--- config.mk ---
export PLATFORM = sky130hd
export DESIGN_NAME = sfr_read_cmd
export DESIGN_NICKNAME = d
export VERILOG_FILES = /design/src/sfr_pkg.sv /design/src/sfr_stream_if.sv /design/src/sfr_read_cmd.sv /design/src/sfr_fifo.sv
export VERILOG_INCLUDE_DIRS = /design/src
export SDC_FILE = /design/constraint.sdc
export NUM_CORES = 1
export LEC_CHECK = 0
export BUFFER_PORTS_ARGS = -buffer_cell sky130_fd_sc_hd__buf_4
export CORE_MARGIN = 2
export CORE_UTILIZATION = 65
export CTS_CLUSTER_DIAMETER = 40
export CTS_CLUSTER_SIZE = 28
export DETAILED_ROUTE_END_ITERATION = 6
export PLACE_DENSITY = 0.83
export SLEW_MARGIN = 5
export SYNTH_ARGS = -nofsm -noshare
export SYNTH_HDL_FRONTEND = slang
export SYNTH_SLANG_ARGS = --single-unit
--- constraint.sdc ---
create_clock -name clk_sys -period 7.55 [get_ports clk_sys]
set_input_delay 0.755 -clock clk_sys [delete_from_list [all_inputs] [get_ports clk_sys]]
set_output_delay 0.755 -clock clk_sys [all_outputs]
set_load 0.1 [all_outputs]
--- src/sfr_consts.svh ---
// Constants for the serial flash read-command engine
`ifndef SFR_CONSTS_SVH
`define SFR_CONSTS_SVH

// Read opcodes
`define SFR_OP_LEGACY 8'he8
`define SFR_OP_FAST_TWO 8'h1b
`define SFR_OP_FAST_ONE 8'h0b
`define SFR_OP_SLOW 8'h03
`define SFR_OP_LOW_POWER 8'h01
`define SFR_OP_PAGE 8'hd2
`define SFR_OP_BUF1_LF 8'hd1
`define SFR_OP_BUF1_HF 8'hd4
`define SFR_OP_BUF2_LF 8'hd3
`define SFR_OP_BUF2_HF 8'hd6
`define SFR_OP_DUAL 8'h3b
`define SFR_OP_QUAD 8'h6b

// Dummy byte counts
`define SFR_DUMMY_FOUR 3'h4
`define SFR_DUMMY_TWO 3'h2
`define SFR_DUMMY_ONE 3'h1
`define SFR_DUMMY_NONE 3'h0

// Bit counts of the command phases, as index of the last bit
`define SFR_OPCODE_LAST 6'h07
`define SFR_ADDR_LAST 6'h17

// Address field positions
`define SFR_PAGE264_MSB 23
`define SFR_PAGE264_LSB 9
`define SFR_BYTE264_MSB 8
`define SFR_PAGE256_MSB 22
`define SFR_PAGE256_LSB 8
`define SFR_BYTE256_MSB 7

// Array geometry
`define SFR_LAST_PAGE 15'h3fff
`define SFR_LAST_BYTE_264 9'h107
`define SFR_LAST_BYTE_256 9'h0ff

// Output slices per byte, as index of the last slice
`define SFR_SLICES_ONE 3'h7
`define SFR_SLICES_TWO 3'h3
`define SFR_SLICES_FOUR 3'h1

// Byte shown when the prefetch buffer runs dry
`define SFR_IDLE_BYTE 8'hff

// Prefetch buffer shape
`define SFR_FIFO_WIDTH 8
`define SFR_FIFO_DEPTH 8

`endif

--- src/sfr_pkg.sv ---
// Types shared by the serial flash read-command engine
package sfr_pkg;

    typedef enum logic [2:0] {
        st_idle = 3'h0,
        st_opcode = 3'h1,
        st_addr = 3'h3,
        st_dummy = 3'h2,
        st_data = 3'h6,
        st_ignore = 3'h7
    } sfr_state_type;

    typedef enum logic [1:0] {
        tgt_array = 2'h0,
        tgt_buf1 = 2'h1,
        tgt_buf2 = 2'h2
    } sfr_target_type;

    typedef enum logic [1:0] {
        wrap_array = 2'h0,
        wrap_page = 2'h1,
        wrap_buffer = 2'h2
    } sfr_wrap_type;

    typedef enum logic [1:0] {
        lanes_one = 2'h0,
        lanes_two = 2'h1,
        lanes_four = 2'h2
    } sfr_lanes_type;

endpackage

--- src/sfr_stream_if.sv ---
// Valid/ready byte stream between the read engine and its prefetch buffer
`timescale 1ns/1ns
`default_nettype none

interface sfr_stream_if #(
    parameter int WIDTH = 8
);
    logic valid;
    logic ready;
    logic [WIDTH-1:0] data;

    modport src (output valid, output data, input ready);
    modport snk (input valid, input data, output ready);
endinterface

`default_nettype wire

--- src/sfr_read_cmd.sv ---
// Serial flash read-command engine: command capture, array/buffer prefetch, 1/2/4-lane output
`timescale 1ns/1ns
`default_nettype none
`include "sfr_consts.svh"

////////////////////////////////////////////////////////////////////////////////
// Notes on behaviour
// - Command opens at chip select fall; 8-bit opcode then address, all MSB first.
// - 264-byte pages take 15-bit page and 9-bit byte; 256-byte pages 23 bits.
// - Lines 2 and 3 carry quad data only while the quad enable flag is set; the code checks the flag only at opcode decode.
// - Legacy array read takes four dummy bytes, then one bit per clock.
// - An internal address counter advances as data streams out.
// - Continuous reads cross from a page end into the next page, no gap.
// - After the last array byte, reading wraps to page zero without delay.
// - Fastest array read takes two dummy bytes before data.
// - Faster array read takes one dummy byte before data.
// - Slow array read drives data right after the last address bit.
// - Low-power array read behaves like the slow one, no dummy bytes.
// - Single-page read takes four dummy bytes and never touches the buffers.
// - Single-page read wraps to the start of the same page.
// - Buffer one reads with two opcodes, one dummy byte each.
// - Buffer two reads with two opcodes, one dummy byte each.
// - Buffer addresses are 24 bits; only the low 8 or 9 bits index.
// - Dual read: two bits per clock, high bit on line 1, byte per four clocks.
// - Quad read: four bits per clock, bit 7 on line 3, byte per two clocks.
// - Chip select rising ends the read and floats the outputs.
// - Array reads take data from the array and leave both buffers untouched.
////////////////////////////////////////////////////////////////////////////////

module sfr_read_cmd
    import sfr_pkg::*;
(
    input wire logic clk_sys,
    input wire logic rst_b,
    input wire logic cs_n,
    input wire logic sck,
    input wire logic io0_in,
    output logic io0_out,
    output logic io0_oe,
    output logic io1_out,
    output logic io1_oe,
    output logic io2_out,
    output logic io2_oe,
    output logic io3_out,
    output logic io3_oe,
    input wire logic quad_enable_flag,
    input wire logic page_size_256,
    output logic mem_rd_en,
    output logic [1:0] mem_target,
    output logic [14:0] mem_page,
    output logic [8:0] mem_byte,
    input wire logic [7:0] mem_rdata,
    input wire logic mem_rvalid
);

    ////////////////////////////////////////////////////////////////////////////
    // Pin synchronisers and link clock edges

    logic [2:0] pin_meta;
    logic [2:0] pin_sync;
    logic sck_prev;
    logic cs_n_s;
    logic sck_s;
    logic si_s;
    logic sck_rise;
    logic sck_fall;

    always_ff @(posedge clk_sys or negedge rst_b) begin
        if (!rst_b) begin
            pin_meta <= 3'h5;
            pin_sync <= 3'h5;
            sck_prev <= 1'b0;
        end else begin
            pin_meta <= {cs_n, sck, io0_in};
            pin_sync <= pin_meta;
            sck_prev <= sck_s;
        end
    end

    // All three pins share one delay, so the host's setup to sck is kept
    assign {cs_n_s, sck_s, si_s} = pin_sync;
    // Mode 0 and mode 3 both sample on rise and shift out on fall
    assign sck_rise = sck_s && !sck_prev && !cs_n_s;
    assign sck_fall = !sck_s && sck_prev && !cs_n_s;

    ////////////////////////////////////////////////////////////////////////////
    // Command capture

    sfr_state_type state;
    sfr_state_type next_state;
    logic [5:0] bit_cnt;
    logic [23:0] rx_shift;
    logic [7:0] rx_byte;
    logic [23:0] addr_full;
    logic opcode_done;
    logic addr_done;
    logic dummy_done;
    logic phase_change;
    logic [2:0] cmd_dummy;
    sfr_target_type cmd_target;
    sfr_wrap_type cmd_wrap;
    sfr_lanes_type cmd_lanes;
    logic [5:0] dummy_last;

    // Bits arrive MSB first, so the newest bit lands at the bottom
    assign rx_byte = {rx_shift[6:0], si_s};
    assign addr_full = {rx_shift[22:0], si_s};
    assign opcode_done = bit_cnt == `SFR_OPCODE_LAST;
    assign addr_done = bit_cnt == `SFR_ADDR_LAST;
    assign dummy_last = {3'(cmd_dummy - 3'h1), 3'h7};
    assign dummy_done = bit_cnt == dummy_last;
    assign phase_change = next_state != state;

    ////////////////////////////////////////////////////////////////////////////
    // Opcode decode

    logic op_legacy;
    logic op_fast_two;
    logic op_fast_one;
    logic op_slow;
    logic op_low_power;
    logic op_page;
    logic op_buf1;
    logic op_buf2;
    logic op_dual;
    logic op_quad;
    logic dec_known;
    logic [2:0] dec_dummy;
    sfr_target_type dec_target;
    sfr_wrap_type dec_wrap;
    sfr_lanes_type dec_lanes;

    assign op_legacy = rx_byte == `SFR_OP_LEGACY;
    assign op_fast_two = rx_byte == `SFR_OP_FAST_TWO;
    assign op_fast_one = rx_byte == `SFR_OP_FAST_ONE;
    assign op_slow = rx_byte == `SFR_OP_SLOW;
    assign op_low_power = rx_byte == `SFR_OP_LOW_POWER;
    assign op_page = rx_byte == `SFR_OP_PAGE;
    assign op_buf1 = rx_byte == `SFR_OP_BUF1_LF || rx_byte == `SFR_OP_BUF1_HF;
    assign op_buf2 = rx_byte == `SFR_OP_BUF2_LF || rx_byte == `SFR_OP_BUF2_HF;
    assign op_dual = rx_byte == `SFR_OP_DUAL;
    // Without the quad enable flag the quad opcode is treated as unknown
    assign op_quad = rx_byte == `SFR_OP_QUAD && quad_enable_flag;

    assign dec_known = op_legacy || op_fast_two || op_fast_one || op_slow || op_low_power
        || op_page || op_buf1 || op_buf2 || op_dual || op_quad;

    assign dec_dummy = (op_legacy || op_page) ? `SFR_DUMMY_FOUR :
        op_fast_two ? `SFR_DUMMY_TWO :
        (op_slow || op_low_power) ? `SFR_DUMMY_NONE :
        `SFR_DUMMY_ONE;

    assign dec_target = op_buf1 ? tgt_buf1 : op_buf2 ? tgt_buf2 : tgt_array;
    assign dec_wrap = op_page ? wrap_page :
        (op_buf1 || op_buf2) ? wrap_buffer : wrap_array;
    assign dec_lanes = op_quad ? lanes_four : op_dual ? lanes_two : lanes_one;

    ////////////////////////////////////////////////////////////////////////////
    // Sequencer

    always_comb begin
        next_state = state;
        unique case (state)
            st_idle: begin
                if (!cs_n_s) begin
                    next_state = st_opcode;
                end
            end
            st_opcode: begin
                if (sck_rise && opcode_done) begin
                    next_state = dec_known ? st_addr : st_ignore;
                end
            end
            st_addr: begin
                if (sck_rise && addr_done) begin
                    next_state = (cmd_dummy == `SFR_DUMMY_NONE) ? st_data : st_dummy;
                end
            end
            st_dummy: begin
                if (sck_rise && dummy_done) begin
                    next_state = st_data;
                end
            end
            st_data, st_ignore: begin
                next_state = state;
            end
            default: begin
                next_state = st_idle;
            end
        endcase
        // Deselect ends any phase, the host is trusted to hold it low until then
        if (cs_n_s) begin
            next_state = st_idle;
        end
    end

    always_ff @(posedge clk_sys or negedge rst_b) begin
        if (!rst_b) begin
            state <= st_idle;
        end else begin
            state <= next_state;
        end
    end

    always_ff @(posedge clk_sys or negedge rst_b) begin
        if (!rst_b) begin
            bit_cnt <= 6'h00;
        end else if (phase_change) begin
            bit_cnt <= 6'h00;
        end else if (sck_rise) begin
            bit_cnt <= bit_cnt + 6'h01;
        end
    end

    always_ff @(posedge clk_sys or negedge rst_b) begin
        if (!rst_b) begin
            rx_shift <= 24'h000000;
        end else if (sck_rise && (state == st_opcode || state == st_addr)) begin
            rx_shift <= addr_full;
        end
    end

    always_ff @(posedge clk_sys or negedge rst_b) begin
        if (!rst_b) begin
            cmd_dummy <= `SFR_DUMMY_NONE;
            cmd_target <= tgt_array;
            cmd_wrap <= wrap_array;
            cmd_lanes <= lanes_one;
        end else if (state == st_opcode && sck_rise && opcode_done) begin
            cmd_dummy <= dec_dummy;
            cmd_target <= dec_target;
            cmd_wrap <= dec_wrap;
            cmd_lanes <= dec_lanes;
        end
    end

    ////////////////////////////////////////////////////////////////////////////
    // Prefetch from array or buffer

    sfr_stream_if #(.WIDTH(`SFR_FIFO_WIDTH)) fill_if ();
    sfr_stream_if #(.WIDTH(`SFR_FIFO_WIDTH)) drain_if ();

    logic fetch_active;
    logic fetch_pending;
    logic fetch_issue;
    logic load_addr;
    logic [14:0] fetch_page;
    logic [8:0] fetch_byte;
    logic [14:0] start_page;
    logic [8:0] start_byte;
    logic [8:0] last_byte;
    logic byte_at_end;
    logic page_at_end;
    logic [8:0] next_fetch_byte;
    logic [14:0] next_fetch_page;

    assign load_addr = state == st_addr && sck_rise && addr_done;
    // Page bits of a buffer address are don't-care and are passed on unused
    assign start_page = page_size_256 ? addr_full[`SFR_PAGE256_MSB:`SFR_PAGE256_LSB]
        : addr_full[`SFR_PAGE264_MSB:`SFR_PAGE264_LSB];
    assign start_byte = page_size_256 ? {1'b0, addr_full[`SFR_BYTE256_MSB:0]}
        : addr_full[`SFR_BYTE264_MSB:0];
    assign last_byte = page_size_256 ? `SFR_LAST_BYTE_256 : `SFR_LAST_BYTE_264;
    assign byte_at_end = fetch_byte == last_byte;
    assign page_at_end = fetch_page == `SFR_LAST_PAGE;
    // Buffers and the single-page read wrap the byte index in place
    assign next_fetch_byte = byte_at_end ? 9'h000 : fetch_byte + 9'h001;
    assign next_fetch_page = !(byte_at_end && cmd_wrap == wrap_array) ? fetch_page :
        page_at_end ? 15'h0000 : fetch_page + 15'h0001;

    // One read in flight at a time; the free slot checked at issue stays free until the answer
    assign fetch_issue = fetch_active && !fetch_pending && fill_if.ready;
    assign mem_rd_en = fetch_issue;
    assign mem_target = cmd_target;
    assign mem_page = fetch_page;
    assign mem_byte = fetch_byte;
    assign fill_if.valid = mem_rvalid && fetch_active;
    assign fill_if.data = mem_rdata;

    always_ff @(posedge clk_sys or negedge rst_b) begin
        if (!rst_b) begin
            fetch_active <= 1'b0;
            fetch_page <= 15'h0000;
            fetch_byte <= 9'h000;
        end else if (cs_n_s) begin
            fetch_active <= 1'b0;
        end else if (load_addr) begin
            // Prefetch starts at once so dummy-less reads have a byte ready
            fetch_active <= 1'b1;
            fetch_page <= start_page;
            fetch_byte <= start_byte;
        end else if (fetch_issue) begin
            fetch_page <= next_fetch_page;
            fetch_byte <= next_fetch_byte;
        end
    end

    always_ff @(posedge clk_sys or negedge rst_b) begin
        if (!rst_b) begin
            fetch_pending <= 1'b0;
        end else if (fetch_issue) begin
            fetch_pending <= 1'b1;
        end else if (mem_rvalid) begin
            fetch_pending <= 1'b0;
        end
    end

    sfr_fifo #(
        .WIDTH(`SFR_FIFO_WIDTH),
        .DEPTH(`SFR_FIFO_DEPTH)
    ) u_prefetch (
        .clk_sys(clk_sys),
        .rst_b(rst_b),
        .flush(cs_n_s),
        .wr(fill_if),
        .rd(drain_if)
    );

    ////////////////////////////////////////////////////////////////////////////
    // Serial output

    logic [7:0] tx_shift;
    logic [7:0] tx_shifted;
    logic [2:0] slice_cnt;
    logic [2:0] slice_last;
    logic driving;
    logic tx_step;
    logic tx_load;

    assign tx_step = state == st_data && sck_fall;
    assign tx_load = tx_step && slice_cnt == 3'h0;
    assign drain_if.ready = tx_load;
    assign slice_last = cmd_lanes == lanes_four ? `SFR_SLICES_FOUR :
        cmd_lanes == lanes_two ? `SFR_SLICES_TWO : `SFR_SLICES_ONE;
    assign tx_shifted = cmd_lanes == lanes_four ? {tx_shift[3:0], 4'h0} :
        cmd_lanes == lanes_two ? {tx_shift[5:0], 2'h0} : {tx_shift[6:0], 1'b0};

    always_ff @(posedge clk_sys or negedge rst_b) begin
        if (!rst_b) begin
            tx_shift <= `SFR_IDLE_BYTE;
            slice_cnt <= 3'h0;
            driving <= 1'b0;
        end else if (state != st_data) begin
            slice_cnt <= 3'h0;
            driving <= 1'b0;
        end else if (tx_load) begin
            // A dry buffer shows ones rather than stalling the host's clock
            tx_shift <= drain_if.valid ? drain_if.data : `SFR_IDLE_BYTE;
            slice_cnt <= slice_last;
            driving <= 1'b1;
        end else if (tx_step) begin
            tx_shift <= tx_shifted;
            slice_cnt <= slice_cnt - 3'h1;
        end
    end

    // Lane mapping: the top bit of each slice goes on the highest active line
    assign io1_out = cmd_lanes == lanes_four ? tx_shift[5] : tx_shift[7];
    assign io0_out = cmd_lanes == lanes_four ? tx_shift[4] : tx_shift[6];
    assign io3_out = tx_shift[7];
    assign io2_out = tx_shift[6];
    assign io1_oe = driving;
    assign io0_oe = driving && cmd_lanes != lanes_one;
    assign io2_oe = driving && cmd_lanes == lanes_four;
    assign io3_oe = driving && cmd_lanes == lanes_four;

endmodule

`default_nettype wire

--- src/sfr_fifo.sv ---
// Prefetch FIFO with flush, valid/ready on both sides
`timescale 1ns/1ns
`default_nettype none

module sfr_fifo #(
    parameter int WIDTH = 8,
    parameter int DEPTH = 8
) (
    input wire logic clk_sys,
    input wire logic rst_b,
    input wire logic flush,
    sfr_stream_if.snk wr,
    sfr_stream_if.src rd
);
    // DEPTH must be a power of two: the pointers wrap by overflow
    localparam int AW = $clog2(DEPTH);
    localparam logic [AW:0] FULL_COUNT = (AW + 1)'(DEPTH);

    logic [WIDTH-1:0] store [DEPTH];
    logic [AW-1:0] wr_ptr;
    logic [AW-1:0] rd_ptr;
    logic [AW:0] count;
    logic push;
    logic pop;

    assign wr.ready = count != FULL_COUNT;
    assign rd.valid = count != '0;
    assign rd.data = store[rd_ptr];
    assign push = wr.valid && wr.ready;
    assign pop = rd.valid && rd.ready;

    always_ff @(posedge clk_sys) begin
        if (push) begin
            store[wr_ptr] <= wr.data;
        end
    end

    always_ff @(posedge clk_sys or negedge rst_b) begin
        if (!rst_b) begin
            wr_ptr <= '0;
            rd_ptr <= '0;
            count <= '0;
        end else if (flush) begin
            wr_ptr <= '0;
            rd_ptr <= '0;
            count <= '0;
        end else begin
            wr_ptr <= wr_ptr + AW'(push);
            rd_ptr <= rd_ptr + AW'(pop);
            count <= count + (AW + 1)'(push) - (AW + 1)'(pop);
        end
    end
endmodule

`default_nettype wire

==> results.cfg <==
[run_status]
outcome = completed

[power]
p_leak_uw = 0.003521
powerDensity_nw_per_um2 = 211.3
peakVddDrop_uv = 212.8

[clocking]
cts-root-buf = clkbuf_16
htree_num_levels = 4
clockBufferDepth = 2
cts_made_buffers = 17
cts_tree = done
cts_resized = 0
clkTransAtPathRegs_ns = 0.06
cts.hold.buffers_added = 0
insertion_delay_ns = 0.43
postCtsSetupRepairBufs = 0
clock_sinks = 160

[worst_setup_path]
rrSetupSlack_ns = 4.65
cp_max_fo = 19
r2r_cells = 9
r2r-start = pin_sync[2]
r2r-end = u_prefetch.count[2]
setup.worst_path.start_class = flop
critPathRequiredTime_ns = 7.85
critPathCaptureType = flop
cp_data_arrival_time_ns = 3.20
critical_path_class = flop to flop

[sta]
hold_viol_final = 0
timing.hold.ws_ns = 0.2707
rsz0062_at_grt = false
relSlewSlack_pct = 28.69
slew_violations = 0
fmax_mhz = 345.0
setup_ws_ns = 4.652
setup_violations = 0
worst_slew_pin_slew_ns = 1.070
fin_crit_sh_pct = 38.39
fin_skew_ns = 0.009163
period_needed_ns = 2.898
tns_ns = 0

[finish]
nFillCells = 777
fin_util_pct = 73.98
drive_gt1_share_pct = 26.25
final_cells = 829
num_antenna_cells = 0
syn2layout_area_growth_pct = 12.20
final_net_count = 706

[synthesis]
synth_seq_area_share_pct = 55.25
ys.flop_type = dfrtp_1
synth_edf_count = 64
async_reset_ff_share_pct = 60.00
ys_ff_latch = 160
synth.top_cells.by_count = dfrtp_1 (84), edfxtp_1 (64), mux2_2 (47), nand2_1 (47), nor2_1 (41)
synth.distinct_cells = 69
yosysWarnings = 0
synth_cells = 630
synth.avg_cell_area_um2 = 12.47
synth_top_area_cell = dfrtp_1
synth.most_common_cell = dfrtp_1
synth_area_leaders = dfrtp_1 (27%), edfxtp_1 (24%), mux2_2 (6.7%)
synth_area_um2 = 7854
synthesis.nets = 667
yosys.area.top_type_share_pct = 26.76

[global_routing]
grt_pass1_vias = 5210
overflow = 0
grt_pass1_wl_um = 26490
grt_max_degree = 64
grt_usage_pct = 26.94
antenna_found_initial = 0

[min_path]
min_path_type = primary input to asynchronous set/reset pin

[floorplanning]
io_pins = 51
fp.dieH_um = 113.9
core_um2 = 11910
die_area_um2 = 12980
die_w_um = 113.9
rows = 40
start_util_pct = 65.93

[place]
placedCellCount = 797
portBuffers = 50
hpwl_um = 10600
place_ws_ns = 4.716
gp_congestion = 0.9172

[drt]
drt_first_pass_iters = 5
via_count = 5240
wl_um = 16300
via_per_inst = 6.321
drtIter0Drc = 621
wl_per_cell_um = 19.66
ant_nets = 0
drc = 0

[job]
drv_cap = 0
==> metal layers <==
layer	routed length [um]	track usage, %	up-vias
met5	0	0	-
met4	312	11.22	0
met3	730	5.845	27
met2	8207	43.53	161
met1	7045	35.81	2616
li1	-	-	2436
==> layout make-up <==
| type | instances | area, um2 | area share, % |
|---|---|---|---|
| clock buffers | 18 | 439.2 | 4.984 |
| clock inverters | 14 | 120.1 | 1.363 |
| inverters | 24 | 90.09 | 1.022 |
| multi-input cells | 412 | 3234 | 36.70 |
| flip-flops and latches | 160 | 4339 | 49.24 |
| well taps | 147 | 183.9 | 2.087 |
| repair buffers | 54 | 405.4 | 4.600 |
==> logic make-up (layout without fill, tap and decap cells) <==
group	Yosys count	after routing	share of synthesized area, %
AO/OA/AOI/OAI	106	106	8.970
XOR/XNOR	13	13	1.450
adder cells (fa/ha/maj)	21	21	3.441
buffers and inverters	58	110	3.568
flip-flops	160	160	55.25
multiplexers	77	77	13.11
AND/OR/NAND/NOR	195	195	14.21
==> sequential cells by signal, indices dropped and copies added, names as in the netlist, 2 cells and up <==
register,flops
state,3
cmd_wrap,2
u_prefetch.wr_ptr,3
pin_meta,3
mem_page,15
mem_target,2
u_prefetch.rd_ptr,3
pin_sync,3
cmd_dummy,3
mem_byte,9
u_prefetch.count,4
u_prefetch.store,64
slice_cnt,3
bit_cnt,6
cmd_lanes,2
rx_shift,23
tx_shift,8
==> worst max-delay path: stages, from the launching register on <==
cell	delay (ns)
dfstp_2	0.77
nor3b_2	0.16
nand2b_1	0.43
nor2_1	0.16
ha_1	0.30
inv_1	0.04
ha_1	0.21
fa_1	0.41
xnor2_1	0.21
nor2_1	0.06
==> cell usage in the layout (no fill, tap or decap), types with 5 or more instances in the layout <==
cell,Yosys,routed
mux2_2,47,47
a21o_1,5,5
o21ai_1,5,5
dfstp_2,12,12
mux4_2,16,16
clkbuf_16,0,17
nand2_1,47,47
nor2b_1,10,10
nor2_1,41,41
dfrtp_1,84,84
nand2b_1,8,8
inv_1,24,24
a211oi_1,5,5
buf_4,1,54
nand3_1,13,13
and3_1,6,6
a21oi_1,19,19
nand3b_1,6,6
o21ai_0,24,24
nand4_1,10,10
ha_1,20,20
o31ai_1,5,5
mux2i_1,14,14
edfxtp_1,64,64
xnor2_1,9,9
o22ai_1,16,16
nor3_1,17,17
==> how the worst max path moves through the flow <==
| stage | from | to | cells after the start |
|---|---|---|---|
| 2_1_floorplan | io1_oe | io0_oe | 1 |
| 3_3_place_gp | pin_sync[2] | u_prefetch.count[2] | 9 |
| 3_5_place_dp | pin_sync[2] | u_prefetch.count[2] | 9 |
| 4_1_cts | pin_sync[2] | u_prefetch.count[2] | 9 |
| 5_1_grt | pin_sync[2] | u_prefetch.count[2] | 9 |
| 6_report | pin_sync[2] | u_prefetch.count[2] | 9 |
==> stage by stage <==
| stage | cell area [um2] | power [uW] |
|---|---|---|
| 6_report | 8812 | 1862 |
| 5_1_grt | 8812 | 1921 |
| 4_1_cts | 8812 | 1871 |
| 3_5_place_dp | 8253 | 1063 |
| 3_3_place_gp | 8253 | 1059 |
| 2_1_floorplan | 7854 | 1023 |
==> report_power, final <==
part / switching, uW / internal (uW) / leakage (uW) / total, uW
registers: 30.8 / 920 / 0.00182 / 951
logic: 64.6 / 32.1 / 0.00142 / 96.6
clock network: 374 / 441 / 0.000281 / 815
(Power assumes the default switching activity.)
